==> src/core/flag_bank_pkg.sv <==
package flag_bank_pkg;

  // register addresses on the management bus (16-bit command space)
  localparam logic [15:0] ADDR_INPUT_SUPPLY = 16'hFE98;
  localparam logic [15:0] ADDR_INPUT_LIMIT  = 16'hFE99;
  localparam logic [15:0] ADDR_OUTPUT_VOLT  = 16'hFE9A;
  localparam logic [15:0] ADDR_POWER_MODE   = 16'hFE9B;
  localparam logic [7:0]  FLAGS_RESET       = 8'h00;
  localparam logic [4:0]  RSVD_VALUE        = 5'h00;

  // raw conditions from the supervisory comparators, sampled through synchronisers
  typedef struct packed {
    logic lineBelowTurnoff;         // line below turn-off threshold
    logic lineUndervoltFault;
    logic lineUndervoltWarning;
    logic highLine;
    logic lineSagIndicator;         // line below turn-on threshold
    logic commMemoryLogicFault;
    logic auxRailOvervolt;
    logic lineOvervoltFault;
    logic coreRailOvervolt;
    logic inputOverpowerWarning;
    logic linePeriodUndetected;
    logic inputOvercurrentWarning;
    logic inputOvercurrentFault;
    logic quickCurrentTrip;
    logic dividerOpenDetect;
    logic quickOutputOvervoltTrip;
    logic outputUndervoltFault;
    logic outputUndervoltWarning;
    logic outputOvervoltWarning;
    logic outputOvervoltFault;
    logic lowPowerMode;
    logic auxRailUndervolt;
    logic inrushRelayOff;
  } cond_t;

  localparam int COND_W = $bits(cond_t);

  // read-side view of the four registers
  typedef struct packed {
    logic [7:0] inputSupply;
    logic [7:0] inputLimit;
    logic [7:0] outputVolt;
    logic [7:0] powerMode;
  } flags_t;

endpackage

==> src/core/pfc_debug_flag_bank.sv <==
// Behaviour
// - bit7 reg0: general line undervoltage summary
// - bit6: line below turn-off threshold
// - bits5,4: undervolt fault, warning thresholds
// - bit3: line above high-line threshold
// - bit2: line sag below turn-on
// - bit1: communication, memory or logic fault
// - bit0: auxiliary rail overvoltage
// - reg1 bit7: line overvoltage fault
// - reg1 bit6: core rail overvoltage
// - bit0 input summary, bit5 overpower warning
// - bit4: line period undetected
// - bits3,2: overcurrent warning, fault
// - bit1: current limit pin trip
// - reg2 bit7: output divider open detect
// - bit6: quick output overvoltage trip
// - bits5,4: output undervolt fault, warning
// - bits3,2: output overvolt warning, fault
// - bit1: OR of overvoltage fault and quick overvoltage trip
// - bit0: any output overvoltage or undervoltage fault or warning (divider open not included)
// - reg3 bits7:3 zero, bit2 low power
// - bit1: auxiliary rail undervoltage
// - bit0: inrush relay off
`timescale 1ns/100ps
module pfc_debug_flag_bank
  import flag_bank_pkg::*;
(
  input  wire logic        clk_sys,
  input  wire logic        reset,
  input  wire cond_t       condIn,
  input  wire logic        rdEn,
  input  wire logic [15:0] rdAddr,
  output logic      [7:0]  rdData_q,
  output logic             rdHit_q
);

  cond_t  syncA_q;
  cond_t  cond_q;
  flags_t flags_q;
  flags_t flags_d;

  // conditions arrive from other clock/analog domains
  always_ff @(posedge clk_sys or posedge reset)
  begin
    if (reset)
    begin
      syncA_q <= '0;
      cond_q  <= '0;
    end
    else
    begin
      syncA_q <= condIn;
      cond_q  <= syncA_q;
    end
  end

  logic lineSummary;
  logic inputSummary;
  logic outOvSummary;
  logic outAnyFault;

  always_comb
  begin
    lineSummary  = cond_q.lineBelowTurnoff | cond_q.lineUndervoltFault;
    outOvSummary = cond_q.outputOvervoltFault | cond_q.quickOutputOvervoltTrip;
    outAnyFault  = outOvSummary | cond_q.outputOvervoltWarning
                 | cond_q.outputUndervoltFault | cond_q.outputUndervoltWarning;
    inputSummary = cond_q.lineUndervoltFault | cond_q.lineUndervoltWarning
                 | cond_q.lineOvervoltFault | cond_q.inputOverpowerWarning
                 | cond_q.inputOvercurrentWarning | cond_q.inputOvercurrentFault
                 | cond_q.quickCurrentTrip;
    flags_d.inputSupply = {lineSummary,
                           cond_q.lineBelowTurnoff,
                           cond_q.lineUndervoltFault,
                           cond_q.lineUndervoltWarning,
                           cond_q.highLine,
                           cond_q.lineSagIndicator,
                           cond_q.commMemoryLogicFault,
                           cond_q.auxRailOvervolt};
    flags_d.inputLimit  = {cond_q.lineOvervoltFault,
                           cond_q.coreRailOvervolt,
                           cond_q.inputOverpowerWarning,
                           cond_q.linePeriodUndetected,
                           cond_q.inputOvercurrentWarning,
                           cond_q.inputOvercurrentFault,
                           cond_q.quickCurrentTrip,
                           inputSummary};
    flags_d.outputVolt  = {cond_q.dividerOpenDetect,
                           cond_q.quickOutputOvervoltTrip,
                           cond_q.outputUndervoltFault,
                           cond_q.outputUndervoltWarning,
                           cond_q.outputOvervoltWarning,
                           cond_q.outputOvervoltFault,
                           outOvSummary,
                           outAnyFault};
    flags_d.powerMode   = {RSVD_VALUE,
                           cond_q.lowPowerMode,
                           cond_q.auxRailUndervolt,
                           cond_q.inrushRelayOff};
  end

  // no write path exists: flags follow live conditions only
  always_ff @(posedge clk_sys or posedge reset)
  begin
    if (reset)
      flags_q <= {4{FLAGS_RESET}};
    else
      flags_q <= flags_d;
  end

  always_ff @(posedge clk_sys or posedge reset)
  begin
    if (reset)
    begin
      rdData_q <= FLAGS_RESET;
      rdHit_q  <= 1'b0;
    end
    else
    begin
      rdHit_q <= 1'b0;
      rdData_q <= FLAGS_RESET;
      if (rdEn)
      begin
        rdHit_q <= 1'b1;
        case (rdAddr)
          ADDR_INPUT_SUPPLY: rdData_q <= flags_q.inputSupply;
          ADDR_INPUT_LIMIT:  rdData_q <= flags_q.inputLimit;
          ADDR_OUTPUT_VOLT:  rdData_q <= flags_q.outputVolt;
          ADDR_POWER_MODE:   rdData_q <= flags_q.powerMode;
          default:           rdHit_q  <= 1'b0;
        endcase
      end
    end
  end

  // condition to register bit takes exactly three edges
  line_sag_a: assert property (@(posedge clk_sys) disable iff (reset)
    condIn.lineSagIndicator |-> ##3 flags_q.inputSupply[2])
    else $error("line sag flag not mirrored");
  period_flag_a: assert property (@(posedge clk_sys) disable iff (reset)
    !condIn.linePeriodUndetected |-> ##3 !flags_q.inputLimit[4])
    else $error("period flag stuck");
  reserved_zero_a: assert property (@(posedge clk_sys) disable iff (reset)
    flags_q.powerMode[7:3] == RSVD_VALUE)
    else $error("reserved bits nonzero");
  out_ov_or_a: assert property (@(posedge clk_sys) disable iff (reset)
    flags_q.outputVolt[1] == (flags_q.outputVolt[2] | flags_q.outputVolt[6]))
    else $error("overvoltage summary wrong");
  out_any_a: assert property (@(posedge clk_sys) disable iff (reset)
    flags_q.outputVolt[0] == (|flags_q.outputVolt[6:1]))
    else $error("output fault summary wrong");
  input_sum_a: assert property (@(posedge clk_sys) disable iff (reset)
    (flags_q.inputLimit[5] | flags_q.inputLimit[2]) |-> flags_q.inputLimit[0])
    else $error("input summary missing");
  uv_summary_a: assert property (@(posedge clk_sys) disable iff (reset)
    flags_q.inputSupply[5] |-> flags_q.inputSupply[7])
    else $error("undervoltage summary missing");
  read_data_a: assert property (@(posedge clk_sys) disable iff (reset)
    (rdEn && rdAddr == ADDR_OUTPUT_VOLT) |=> rdHit_q && rdData_q == $past(flags_q.outputVolt))
    else $error("read data mismatch");
  unmapped_a: assert property (@(posedge clk_sys) disable iff (reset)
    (rdEn && rdAddr[15:2] != ADDR_INPUT_SUPPLY[15:2]) |=> !rdHit_q && rdData_q == FLAGS_RESET)
    else $error("unmapped read answered");
  inrush_a: assert property (@(posedge clk_sys) disable iff (reset)
    condIn.inrushRelayOff |-> ##3 flags_q.powerMode[0])
    else $error("inrush flag not mirrored");

  // per-bit mirror: each flag equals its pin three edges earlier,
  // so both polarities and the whole synchroniser path are covered;
  // assumes pins are quiet while reset is held
  below_off_a: assert property (
    @(posedge clk_sys) disable iff (reset)
    flags_q.inputSupply[6] == $past(condIn.lineBelowTurnoff, 3))
    else $error("turn-off flag wrong");

  uv_fault_a: assert property (
    @(posedge clk_sys) disable iff (reset)
    flags_q.inputSupply[5] == $past(condIn.lineUndervoltFault, 3))
    else $error("line undervoltage fault flag wrong");

  uv_warn_a: assert property (
    @(posedge clk_sys) disable iff (reset)
    flags_q.inputSupply[4] == $past(condIn.lineUndervoltWarning, 3))
    else $error("line undervoltage warning flag wrong");

  high_line_a: assert property (
    @(posedge clk_sys) disable iff (reset)
    flags_q.inputSupply[3] == $past(condIn.highLine, 3))
    else $error("high line flag wrong");

  sag_level_a: assert property (
    @(posedge clk_sys) disable iff (reset)
    flags_q.inputSupply[2] == $past(condIn.lineSagIndicator, 3))
    else $error("line sag flag wrong");

  cml_flag_a: assert property (
    @(posedge clk_sys) disable iff (reset)
    flags_q.inputSupply[1] == $past(condIn.commMemoryLogicFault, 3))
    else $error("comm memory logic flag wrong");

  aux_ov_a: assert property (
    @(posedge clk_sys) disable iff (reset)
    flags_q.inputSupply[0] == $past(condIn.auxRailOvervolt, 3))
    else $error("aux rail overvoltage flag wrong");

  line_ov_a: assert property (
    @(posedge clk_sys) disable iff (reset)
    flags_q.inputLimit[7] == $past(condIn.lineOvervoltFault, 3))
    else $error("line overvoltage flag wrong");

  core_ov_a: assert property (
    @(posedge clk_sys) disable iff (reset)
    flags_q.inputLimit[6] == $past(condIn.coreRailOvervolt, 3))
    else $error("core rail overvoltage flag wrong");

  overpower_a: assert property (
    @(posedge clk_sys) disable iff (reset)
    flags_q.inputLimit[5] == $past(condIn.inputOverpowerWarning, 3))
    else $error("overpower warning flag wrong");

  period_level_a: assert property (
    @(posedge clk_sys) disable iff (reset)
    flags_q.inputLimit[4] == $past(condIn.linePeriodUndetected, 3))
    else $error("period flag wrong");

  oc_warn_a: assert property (
    @(posedge clk_sys) disable iff (reset)
    flags_q.inputLimit[3] == $past(condIn.inputOvercurrentWarning, 3))
    else $error("overcurrent warning flag wrong");

  oc_fault_a: assert property (
    @(posedge clk_sys) disable iff (reset)
    flags_q.inputLimit[2] == $past(condIn.inputOvercurrentFault, 3))
    else $error("overcurrent fault flag wrong");

  current_trip_a: assert property (
    @(posedge clk_sys) disable iff (reset)
    flags_q.inputLimit[1] == $past(condIn.quickCurrentTrip, 3))
    else $error("current limit trip flag wrong");

  divider_open_a: assert property (
    @(posedge clk_sys) disable iff (reset)
    flags_q.outputVolt[7] == $past(condIn.dividerOpenDetect, 3))
    else $error("divider open flag wrong");

  quick_ov_a: assert property (
    @(posedge clk_sys) disable iff (reset)
    flags_q.outputVolt[6] == $past(condIn.quickOutputOvervoltTrip, 3))
    else $error("quick overvoltage flag wrong");

  out_uv_fault_a: assert property (
    @(posedge clk_sys) disable iff (reset)
    flags_q.outputVolt[5] == $past(condIn.outputUndervoltFault, 3))
    else $error("output undervoltage fault flag wrong");

  out_uv_warn_a: assert property (
    @(posedge clk_sys) disable iff (reset)
    flags_q.outputVolt[4] == $past(condIn.outputUndervoltWarning, 3))
    else $error("output undervoltage warning flag wrong");

  out_ov_warn_a: assert property (
    @(posedge clk_sys) disable iff (reset)
    flags_q.outputVolt[3] == $past(condIn.outputOvervoltWarning, 3))
    else $error("output overvoltage warning flag wrong");

  out_ov_fault_a: assert property (
    @(posedge clk_sys) disable iff (reset)
    flags_q.outputVolt[2] == $past(condIn.outputOvervoltFault, 3))
    else $error("output overvoltage fault flag wrong");

  low_power_a: assert property (
    @(posedge clk_sys) disable iff (reset)
    flags_q.powerMode[2] == $past(condIn.lowPowerMode, 3))
    else $error("low power flag wrong");

  aux_uv_a: assert property (
    @(posedge clk_sys) disable iff (reset)
    flags_q.powerMode[1] == $past(condIn.auxRailUndervolt, 3))
    else $error("aux rail undervoltage flag wrong");

  inrush_level_a: assert property (
    @(posedge clk_sys) disable iff (reset)
    flags_q.powerMode[0] == $past(condIn.inrushRelayOff, 3))
    else $error("inrush flag wrong");

  // summaries checked against the pins, and two of them also against other flags
  line_sum_pin_a: assert property (
    @(posedge clk_sys) disable iff (reset)
    flags_q.inputSupply[7] == $past(condIn.lineBelowTurnoff | condIn.lineUndervoltFault, 3))
    else $error("line undervoltage summary wrong");

  input_sum_pin_a: assert property (
    @(posedge clk_sys) disable iff (reset)
    flags_q.inputLimit[0] == $past(condIn.lineUndervoltFault | condIn.lineUndervoltWarning
      | condIn.lineOvervoltFault | condIn.inputOverpowerWarning
      | condIn.inputOvercurrentWarning | condIn.inputOvercurrentFault
      | condIn.quickCurrentTrip, 3))
    else $error("input summary wrong");

  ov_sum_pin_a: assert property (
    @(posedge clk_sys) disable iff (reset)
    flags_q.outputVolt[1] == $past(condIn.outputOvervoltFault
      | condIn.quickOutputOvervoltTrip, 3))
    else $error("overvoltage summary from pins wrong");

  out_any_pin_a: assert property (
    @(posedge clk_sys) disable iff (reset)
    flags_q.outputVolt[0] == $past(condIn.outputOvervoltFault | condIn.quickOutputOvervoltTrip
      | condIn.outputOvervoltWarning | condIn.outputUndervoltFault
      | condIn.outputUndervoltWarning, 3))
    else $error("output fault summary from pins wrong");

  line_sum_eq_a: assert property (
    @(posedge clk_sys) disable iff (reset)
    flags_q.inputSupply[7] == (flags_q.inputSupply[6] | flags_q.inputSupply[5]))
    else $error("undervoltage summary extra");

  input_sum_eq_a: assert property (
    @(posedge clk_sys) disable iff (reset)
    flags_q.inputLimit[0] == (|flags_q.inputLimit[5:1] & 1'b1) || flags_q.inputLimit[0] ==
      (flags_q.inputLimit[7] | flags_q.inputLimit[5] | (|flags_q.inputLimit[3:1])
      | flags_q.inputSupply[5] | flags_q.inputSupply[4]))
    else $error("input summary extra");

  // read port: one answer per mapped request, standing a single cycle
  read_supply_a: assert property (
    @(posedge clk_sys) disable iff (reset)
    (rdEn && rdAddr == ADDR_INPUT_SUPPLY) |=> rdHit_q && rdData_q == $past(flags_q.inputSupply))
    else $error("supply read data mismatch");

  read_limit_a: assert property (
    @(posedge clk_sys) disable iff (reset)
    (rdEn && rdAddr == ADDR_INPUT_LIMIT) |=> rdHit_q && rdData_q == $past(flags_q.inputLimit))
    else $error("limit read data mismatch");

  read_power_a: assert property (
    @(posedge clk_sys) disable iff (reset)
    (rdEn && rdAddr == ADDR_POWER_MODE) |=> rdHit_q && rdData_q == $past(flags_q.powerMode))
    else $error("power read data mismatch");

  read_rsvd_a: assert property (
    @(posedge clk_sys) disable iff (reset)
    (rdEn && rdAddr == ADDR_POWER_MODE) |=> rdData_q[7:3] == RSVD_VALUE)
    else $error("reserved bits read nonzero");

  read_idle_a: assert property (
    @(posedge clk_sys) disable iff (reset)
    !rdEn |=> !rdHit_q && rdData_q == FLAGS_RESET)
    else $error("answer without request");

  hit_cause_a: assert property (
    @(posedge clk_sys) disable iff (reset)
    rdHit_q |-> $past(rdEn) && $past(rdAddr[15:2]) == ADDR_INPUT_SUPPLY[15:2])
    else $error("hit without mapped request");

  // second stage must be the input two edges later
  sync_stage_a: assert property (
    @(posedge clk_sys) disable iff (reset)
    cond_q == $past(condIn, 2))
    else $error("synchroniser path wrong");

  read_supply_c: cover property (@(posedge clk_sys) rdEn && rdAddr == ADDR_INPUT_SUPPLY);
  read_miss_c:   cover property (@(posedge clk_sys) rdEn && rdAddr == 16'hFE9C);
  read_power_c:  cover property (@(posedge clk_sys) rdEn && rdAddr == ADDR_POWER_MODE);
  out_fault_c:   cover property (@(posedge clk_sys) flags_q.outputVolt[0]);
  input_sum_c:   cover property (@(posedge clk_sys) flags_q.inputLimit[0]);

endmodule // pfc_debug_flag_bank
==> config.mk <==
export PLATFORM = sky130hd
export DESIGN_NAME = pfc_debug_flag_bank
export DESIGN_NICKNAME = d
export VERILOG_FILES = /design/src/core/flag_bank_pkg.sv /design/src/core/pfc_debug_flag_bank.sv
export SDC_FILE = /design/constraint.sdc
export NUM_CORES = 1
export LEC_CHECK = 0
export BUFFER_PORTS_ARGS = -buffer_cell sky130_fd_sc_hd__buf_2
export CORE_ASPECT_RATIO = 0.75
export CORE_MARGIN = 8
export CORE_UTILIZATION = 47
export CTS_CLUSTER_SIZE = 10
export DETAILED_ROUTE_END_ITERATION = 7
export GPL_TIMING_DRIVEN = 0
export PLACE_DENSITY_LB_ADDON = 0.1
export SYNTH_ARGS = -nofsm -noshare
export SYNTH_HDL_FRONTEND = slang
export SYNTH_SLANG_ARGS = --single-unit
==> constraint.sdc <==
create_clock -name clk_sys -period 2.5 [get_ports clk_sys]
set_input_delay 0.5 -clock clk_sys [delete_from_list [all_inputs] [get_ports clk_sys]]
set_output_delay 0.5 -clock clk_sys [all_outputs]
set_load 0.01 [all_outputs]
==> results.py <==
metrics = {
    "run_status": {
        "status": "finished clean",
    },
    "global_routing": {
        "grt_max_degree": 30,
        "grt-ovfl-total": 0,
        "antenna_found_initial": 0,
        "grt_pass1_vias": 1286,
        "grt_usage": 0.104,
        "grt_pass1_wl_um": 6080,
    },
    "worst_setup_path": {
        "end_kind": "output port",
        "r2r_cells": 2,
        "crit_family": "flip-flops",
        "rrSetupSlack_ps": 1280,
        "critPathBufInv": 1,
        "critPathSlowestCell": "dfrtp_1",
        "worstPathCellList": "buf_2",
        "startpoint_type": "flip-flop",
        "crit_fanout": 1,
        "r2r-start": "cond_q[7]$_DFF_PP0_",
        "arrival_ps": 850,
        "crit_start": "rdData_q[5]$_DFF_PP0_",
        "r2r-end": "flags_q[8]$_DFF_PP0_",
        "max_stage_delay_ps": 370,
        "critical_path_required_ps": 2000,
        "crit_type": "reg -> out",
    },
    "yosys": {
        "synth_cell_type_count": 19,
        "ys_async_sr_fraction": 1.00,
        "synth_fa_ha_area_frac": 0,
        "synth_compound_area_frac": 0.0181,
        "ys_seq_area_frac": 0.850,
        "syn-cell-area_mm2": 0.00241,
        "ys_seq_elements": 82,
        "avgSynthCellArea_um2": 19.3,
        "synth_edf_count": 0,
        "syn_inst": 125,
        "synthSimpleGateAreaFrac": 0.0720,
        "muxShareOfSynthArea": 0.0487,
        "synthFlopType": "dfrtp_1",
        "ys_warn_count": 0,
        "synth-xor-area-share": 0,
        "synth_top_family_by_area": "simple AND/OR/NAND/NOR gates",
        "synth_nets": 167,
    },
    "routing": {
        "vias": 1103,
        "wl_um": 3470,
        "drc": 0,
        "dr.pass1.iters": 4,
        "drt_iter0_drc": 61,
        "wl_per_cell_um": 13.8,
        "drt.antenna.violating_nets": 0,
        "viasPerCell": 4.39,
    },
    "sta": {
        "setup_viol": 0,
        "worst_pin_slew_ps": 597,
        "slew_headroom": 0.601,
        "period_needed_ps": 1350,
        "drv_slew": 0,
        "rsz0062_at_grt": "false",
        "finalCritPeriodShare": 0.539,
        "fmax_mhz": 743,
        "hold_violations": 0,
        "clock_skew_ps": 6.04,
        "tns_ps": 0,
    },
    "die": {
        "core_mm2": 0.00493,
        "die_h_um": 78.1,
        "die_w_um": 98.8,
        "boundaryPins": 51,
        "rows": 22,
        "die-area_mm2": 0.00771,
        "initial_core_util": 0.490,
    },
    "cells_and_area": {
        "syn_to_final_growth_pct": 23.7,
        "antenna_cells": 0,
        "nets": 228,
        "layout-drive-gt1-share": 0.455,
    },
    "power": {
        "finalPower_mw": 2.45,
        "peakVddDrop_mv": 0.514,
        "powerDensity_mw_per_mm2": 822,
        "p_leak_nw": 1.43,
    },
    "cts": {
        "cts_root_buf": "clkbuf_8",
        "post_cts_buffers": 0,
        "cts_sinks": 82,
        "cts_hold_buffers": 0,
        "cts-htree-levels": 3,
        "clock_path_buffers": 2,
        "clkTransAtPathRegs_ps": 80,
        "clock_latency_ps": 340,
        "cts_tree": "built",
        "numCtsBuffers": 9,
        "cts_resized": 0,
    },
    "placement": {
        "post-dp-hpwl_um": 2580,
        "port_buffers": 48,
        "gp_congestion": 0.741,
    },
    "min_path": {
        "hold_class": "in -> async",
    },
    "job": {
        "maxCapViolCount": 0,
    },
}
==> cell families after synthesis <==
group | after synthesis
buffers and inverters | 5
multiplexers | 8
flip-flops | 82
AO/OA/AOI/OAI | 5
AND/OR/NAND/NOR | 25
==> power by group <==
part	leakage [nW]	switching, mW	internal [mW]
combinational	0.351	0.0473	0.0502
clock	0.110	0.435	0.521
sequential	0.968	0.0182	1.38
total	1.43	0.500	1.95
==> how the worst max path moves through the flow <==
stage,to,slack (ps),cells after the start
6_report,rdData_q[5],1150,1
5_1_grt,rdData_q[1],1120,1
4_1_cts,rdData_q[5],1130,1
3_5_place_dp,rdData_q[7]$_DFF_PP0_,820,5
3_3_place_gp,cond_q[12]$_DFF_PP0_,650,2
2_1_floorplan,rdData_q[0]$_DFF_PP0_,960,3
==> stage by stage <==
stage / util / std cells / worst slack (ps) / hold WS [ps] / area [um2]
floorplan: - / 125 / 963 / 331 / 2420
global placement: 0.555 / 233 / 649 / 333 / 2730
detailed placement: 0.563 / 235 / 819 / 335 / 2770
CTS: 0.606 / 251 / 1130 / 223 / 2990
finish: 0.606 / 251 / 1150 / 221 / 2990
global route: 0.606 / 251 / 1120 / 239 / 2990
==> placed cells by master (no fill, tap or decap), drive strengths merged <==
master and instances:
nor2b 4, or2 7, inv 2, buf 52, mux2i 5, nor4 1
dfrtp 82, nand2 6, or4 2, clkinvlp 1, bufinv 1, clkinv 3
nand3b 1, a21oi 5, nand4 1, clkbuf 12, mux4 3, nand4b 1
nor3 1, nand4bb 1
==> synthesized netlist by cell type, types with 2 or more instances <==
library cell  number  area share
mux4_2             3       0.028
or4_1              2      0.0062
mux2i_1            5       0.021
dfrtp_1           82        0.85
or2_2              7       0.018
inv_1              2      0.0031
nor2b_4            3       0.017
a21oi_2            5       0.018
nand2_1            6      0.0093
==> final cells by class <==
type	instances	area, um2
timing repair buffer	50	280
buffer	3	20.0
sequential	82	2050
multi-input combinational	38	335
clock inverter	5	61.3
fill	390	1940
tap	60	75.1
clock buffer	11	151
inverter	2	11.3
==> state kept, by name (all words and copies together) (netlist names) <==
register / flops
syncA_q: 23
rdData_q: 8
flags_q: 27
rdHit_q: 1
cond_q: 23
==> layer usage <==
metal,track usage,routed length [um]
met1,0.127,1540
met2,0.143,1550
met3,0.0634,334
met4,0.0504,53
met5,0,0
Power figures use the tool's default switching activity.
